[src/shared/ssw_pkg.sv]
// Function
// - Undervoltage drives high reset high and low reset low.
// - After supply recovers, hold both resets for the 200 ms timeout.
// - Write-lock high refuses every memory write, contents unchanged.
// - Write-lock low or open allows writes to the whole array.
// - Manual push input low asserts the reset outputs.
// - Reset held while push input low, plus full timeout after release.
// - Push input is debounced so short disturbances start no reset.
// - Open push input reads high through a pull-up; no reset.
// - Externally forced active-low reset pin starts a reset; its timeout runs from the start of the force.
// - Writes blocked below threshold, also during power-up.
// - Reduced variant: low output only, writes gated by undervoltage.
package ssw_pkg;
	// ----------------------------------------------------------------
	// Timing
	// ----------------------------------------------------------------
	localparam int unsigned CLK_PERIOD_PS = 4000;
	localparam int unsigned TIMEOUT_MS = 200;
	localparam longint unsigned TIMEOUT_CYC =
		(longint'(TIMEOUT_MS) * 64'd1000000000) / CLK_PERIOD_PS;
	localparam int unsigned DEBOUNCE_NS = 100;
	localparam int unsigned DEBOUNCE_CYC =
		(DEBOUNCE_NS * 1000 + CLK_PERIOD_PS - 1) / CLK_PERIOD_PS;
	localparam int unsigned CNT_W = 26;
	localparam int unsigned DB_W = 6;
	localparam logic [CNT_W-1:0] CNT_RST = 26'h0;
	localparam logic [DB_W-1:0] DB_RST = 6'h0;

	// ----------------------------------------------------------------
	// Types
	// ----------------------------------------------------------------
	typedef enum logic [1:0] {
		SSW_ST_HOLD = 2'b01,
		SSW_ST_RUN = 2'b10
	} ssw_state_t;

	typedef struct packed {
		logic uv;
		logic push;
		logic pin;
	} ssw_src_t;
endpackage : ssw_pkg

[src/logic/ssw_supervisor.sv]
`timescale 1ns/1ps
module ssw_supervisor import ssw_pkg::*; #(
	parameter bit FULL_VARIANT = 1'b1,
	parameter longint unsigned TIMEOUT_CYCLES = TIMEOUT_CYC
) (
	// Clock and reset
	input wire logic i_clk_sys,
	input wire logic i_rst_n,
	input wire logic i_ce,
	// Supervision inputs
	input wire logic i_undervolt,
	input wire logic i_push_n,
	input wire logic i_write_lock,
	// Active-low open-drain reset pin
	input wire logic i_rst_pin_n,
	output logic o_rst_pin_n,
	output logic o_rst_pin_oe,
	// Active-high reset output
	output logic o_rst_hi,
	output logic o_rst_hi_oe,
	// Memory write gate
	input wire logic i_wr_req,
	output logic o_wr_en
);
	// ----------------------------------------------------------------
	// Sources
	// ----------------------------------------------------------------
	logic [DB_W-1:0] db_cnt_q, db_cnt_d;
	logic push_q, push_d;
	logic rst_q, rst_d;
	logic [CNT_W-1:0] cnt_q, cnt_d;
	ssw_state_t st_q, st_d;
	logic wr_en_q, wr_en_d;
	logic hi_oe_q, hi_oe_d;
	ssw_src_t src;
	wire logic any_src;
	wire logic pin_forced;
	wire logic push_raw;
	wire logic db_done;
	wire logic cnt_done;
	wire logic lock_eff;

	// The pin reads low while we drive it ourselves, so only a low seen
	// while released counts as an outside force.
	assign pin_forced = !i_rst_pin_n && !rst_q;
	assign push_raw = !i_push_n;
	assign db_done = (db_cnt_q == DB_W'(DEBOUNCE_CYC - 1));
	// Level must be stable over the filter window before it is taken.
	assign db_cnt_d = (push_raw == push_q) ? DB_RST :
		(db_done ? DB_RST : db_cnt_q + 6'h1);
	assign push_d = (push_raw != push_q && db_done) ? push_raw : push_q;

	always_comb begin
		src.uv = i_undervolt;
		src.push = push_q;
		src.pin = pin_forced;
	end
	assign any_src = |src;

	// ----------------------------------------------------------------
	// Timeout sequencer
	// ----------------------------------------------------------------
	assign cnt_done = (cnt_q == CNT_W'(TIMEOUT_CYCLES - 1));

	always_comb begin
		st_d = st_q;
		cnt_d = cnt_q;
		rst_d = rst_q;
		case (st_q)
			SSW_ST_HOLD: begin
				rst_d = 1'b1;
				cnt_d = CNT_RST;
				if (!any_src) begin
					st_d = SSW_ST_RUN;
				end
			end
			SSW_ST_RUN: begin
				rst_d = 1'b1;
				if (any_src) begin
					st_d = SSW_ST_HOLD;
					cnt_d = CNT_RST;
				end else if (cnt_done) begin
					st_d = SSW_ST_RUN;
					rst_d = 1'b0;
					cnt_d = cnt_q;
				end else if (rst_q) begin
					cnt_d = cnt_q + 26'h1;
				end
				if (!rst_q && !any_src) begin
					rst_d = 1'b0;
				end
			end
			default: begin
				st_d = SSW_ST_HOLD;
				rst_d = 1'b1;
				cnt_d = CNT_RST;
			end
		endcase
	end

	// ----------------------------------------------------------------
	// Write gate
	// ----------------------------------------------------------------
	assign lock_eff = FULL_VARIANT ? i_write_lock : 1'b0;
	assign wr_en_d = i_wr_req && !i_undervolt && !lock_eff;

	// ----------------------------------------------------------------
	// Output drive
	// ----------------------------------------------------------------
	// The high output enable gets its own flip-flop so that both pins
	// switch on the same edge and no gate sits behind either of them.
	assign hi_oe_d = FULL_VARIANT ? rst_d : 1'b0;

	// ----------------------------------------------------------------
	// State registers
	// ----------------------------------------------------------------
	// While the enable is low every register keeps its value, so the
	// timeout simply stretches by the frozen cycles.
	always_ff @(posedge i_clk_sys or negedge i_rst_n) begin
		if (!i_rst_n) begin
			st_q <= SSW_ST_HOLD;
			cnt_q <= CNT_RST;
			rst_q <= 1'b1;
			db_cnt_q <= DB_RST;
			push_q <= 1'b0;
			wr_en_q <= 1'b0;
			hi_oe_q <= FULL_VARIANT;
		end else if (i_ce) begin
			st_q <= st_d;
			cnt_q <= cnt_d;
			rst_q <= rst_d;
			db_cnt_q <= db_cnt_d;
			push_q <= push_d;
			wr_en_q <= wr_en_d;
			hi_oe_q <= hi_oe_d;
		end
	end

	// Open drain: the low pin drives only low, the high pin only high; the other level is left to the pull resistor.
	assign o_rst_pin_n = 1'b0;
	assign o_rst_pin_oe = rst_q;
	assign o_rst_hi = 1'b1;
	assign o_rst_hi_oe = hi_oe_q;
	assign o_wr_en = wr_en_q;
endmodule : ssw_supervisor

[config.mk]
export PLATFORM = sky130hd
export DESIGN_NAME = ssw_supervisor
export DESIGN_NICKNAME = d
export VERILOG_FILES = /design/src/shared/ssw_pkg.sv /design/src/logic/ssw_supervisor.sv
export SDC_FILE = /design/constraint.sdc
export NUM_CORES = 1
export LEC_CHECK = 0
export BUFFER_PORTS_ARGS = -buffer_cell sky130_fd_sc_hd__clkbuf_2
export CAP_MARGIN = 20
export CORE_ASPECT_RATIO = 0.6
export CORE_UTILIZATION = 45
export DETAILED_ROUTE_END_ITERATION = 8
export PLACE_DENSITY = 0.65
export SLEW_MARGIN = 20
export SYNTH_ARGS = -nofsm -noshare
export SYNTH_HDL_FRONTEND = slang
export SYNTH_SLANG_ARGS = --single-unit
[constraint.sdc]
create_clock -name i_clk_sys -period 2.1 [get_ports i_clk_sys]
set_input_delay 0.105 -clock i_clk_sys [delete_from_list [all_inputs] [get_ports i_clk_sys]]
set_output_delay 0.105 -clock i_clk_sys [all_outputs]
set_load 0.01 [all_outputs]
==> impl_metrics.ini <==
[run_status]
outcome = finished, final reports clean

[drt]
ant_nets = 0
routed_wl_um = 5111
dr_total_vias = 1864
post_drt_wl_per_cell_um = 16.43
drc_errors = 0
via_per_inst = 5.994
drtIter0Drc = 130
drt_first_pass_iters = 4

[clock_tree]
htree_levels = 2
cts_tree = done
root_buffer = clkbuf_8
clkTransAtPathRegs_ns = 0.08
post_cts_resized = 0
clock_latency_ns = 0.29
cts_buffers = 5
clock_path_buffers = 2
clock-sinks = 37

[timing]
fin_setup_tns_ns = 0
maxSlewViolCount = 0
period_share_pct = 94.90
finalSetupViolCount = 0
holdWs_ns = 0.05412
hold_violations = 0
rsz0062_at_grt = false
fmax_mhz = 501.8
skew_ns = 0.01011
period_needed_ns = 1.993

[synth]
synth_ff_type = dfrtp_1
yosysSeqAreaShare_pct = 43.11
netlist_instances = 223
yosysWarnings = 0
async_reset_ff_share_pct = 100.0
ys_ff_latch = 37
synth_edf_count = 0
yosysUniqueCellTypes = 51
synth_nets = 236
synthesis.area_um2 = 2153
syn-mean-instance-area_um2 = 9.656

[grt]
grt_pass1_vias = 1678
grt_max_degree = 38
antenna_found_initial = 0
grt_pass1_wl_um = 8790
track_usage_pct = 22.81
overflow = 0

[floorplanning]
fp.dieH_um = 55.58
rows = 19
die_w_um = 91.31
coreArea_um2 = 4588
die-area_um2 = 5075
ios = 13
initial_core_util_pct = 46.93

[finish]
ff_latch_area_um2 = 928.4
syn_to_final_growth_pct = 14.70
layout_common_cells = dfrtp_1, nand2_1, buf_4
multi_input_area_um2 = 1135
drive_above_1_share_pct = 18.95
diodes = 0
fillCellCount = 427
final_common_cell = dfrtp_1
nets = 260

[setup_path]
slowest_delay_ns = 0.56
cp_data_required_time_ns = 2.29
crit_path_max_fanout = 5
worstPathArrival_ns = 2.18
cp_slowest_cell = or4_4
crit_path_cell_trace = ha_1 > nand3_2 > or4_4 > or3_4 > o31ai_1
critPathCaptureType = flop
start_kind = flop
worst-setup-path-type = flop to flop

[placement]
detailed_place_hpwl_um = 3699
numPortBuffers = 10
gp_congestion = 0.8403

[min_path]
min_path_type = input port to flop

[power]
p_leak_nw = 1.072
powerDensity_nw_per_um2 = 628.0
vdd_drop_max_mv = 0.4307

[run]
max_cap_violations = 0
routing by layer:
layer / global-route usage [%] / wire length, µm
met3: 5.328 / 351
met1: 39.20 / 2804
met4: 6.122 / 40
met5: 0 / 0
met2: 27.06 / 1914
kinds of logic after synthesis:
kind of cell	count (synthesis)	synth area share (%)
XOR/XNOR	6	2.440
AO/OA/AOI/OAI	63	20.98
multiplexers	1	0.4649
other	2	0.3488
buffers and inverters	20	4.184
adder cells (fa/ha/maj)	5	2.905
flip-flops	37	43.11
AND/OR/NAND/NOR	89	25.57
critical path: cells and delay by family (launching register included):
family | cells | cell delay, ns
simple gates | 3 | 1.07
fa+ha+maj | 1 | 0.21
compound gates | 1 | 0.20
flops | 1 | 0.41
final timing paths:
kind	startpoint	cells after the start	end	slack [ns]
worst max-delay path	cnt_q[0]$_DFFE_PN0P_	5	cnt_q[16]$_DFFE_PN0P_	0.11
worst min-delay path	i_push_n	2	push_q$_DFFE_PN0P_	0.05
worst max register to register	cnt_q[0]$_DFFE_PN0P_	5	cnt_q[16]$_DFFE_PN0P_	0.11
worst min register to register	cnt_q[23]$_DFFE_PN0P_	1	cnt_q[23]$_DFFE_PN0P_	0.47
max in group asynchronous	i_rst_n	3	st_q[0]$_DFFE_PN1P_	1.33
min in group asynchronous	i_rst_n	3	cnt_q[6]$_DFFE_PN0P_	0.39
state kept, by name (all words and copies together) (netlist names):
register and cells:
cnt_q 26, db_cnt_q 6, st_q 2, o_rst_hi_oe 1
o_wr_en 1, push_q 1
cell type report:
cell class | count | share of cell area (%)
multi-input combinational | 166 | 45.95
sequential | 37 | 37.59
timing repair buffer | 29 | 8.409
clock buffer | 8 | 3.647
tap | 63 | 3.191
inverter | 8 | 1.216
through the flow:
stage / util [%] / cells / power, mW / area [µm²] / setup WS, ns
2_1_floorplan: - / 223 / 0.9604 / 2153 / 0.1297
3_3_place_gp: 51.21 / 301 / 1.040 / 2350 / 0.1431
3_5_place_dp: 51.21 / 301 / 1.043 / 2350 / 0.09239
4_1_cts: 53.40 / 310 / 1.560 / 2450 / 0.08465
5_1_grt: 53.83 / 311 / 1.637 / 2470 / 0.01841
6_report: 53.83 / 311 / 1.551 / 2470 / 0.1072
timing repair:
action                     4_1_cts  5_1_grt
setup buffers                    0        1
hold buffers                     1        0
setup endpoints to repair        0        9
hold endpoints to repair        35        0
report_power, final:
group	total (mW)	leakage, nW	switching (mW)	internal (mW)
Combinational	0.245	0.520	0.144	0.101
Clock	0.515	0.0455	0.248	0.268
Sequential	0.791	0.506	0.0356	0.755
Yosys cell counts (all sizes together), types with 3 or more instances:
cell type  instances  area, µm²
dfrtp             35      875.8
nand2             22      82.58
o21ai             16      80.08
nand3             14      92.59
o31ai             13      97.59
nand4             12      75.07
nor2              11      43.80
o211ai            10      75.07
inv                8      30.03
clkbuf             7      26.28
or4                6      48.80
a31oi              5      31.28
buf                5      33.78
ha                 5      62.56
nor4               5      67.56
a41oi              4      35.03
o311ai             4      35.03
xor2               4      35.03
a21o               3      22.52
(Power assumes the default switching activity.)
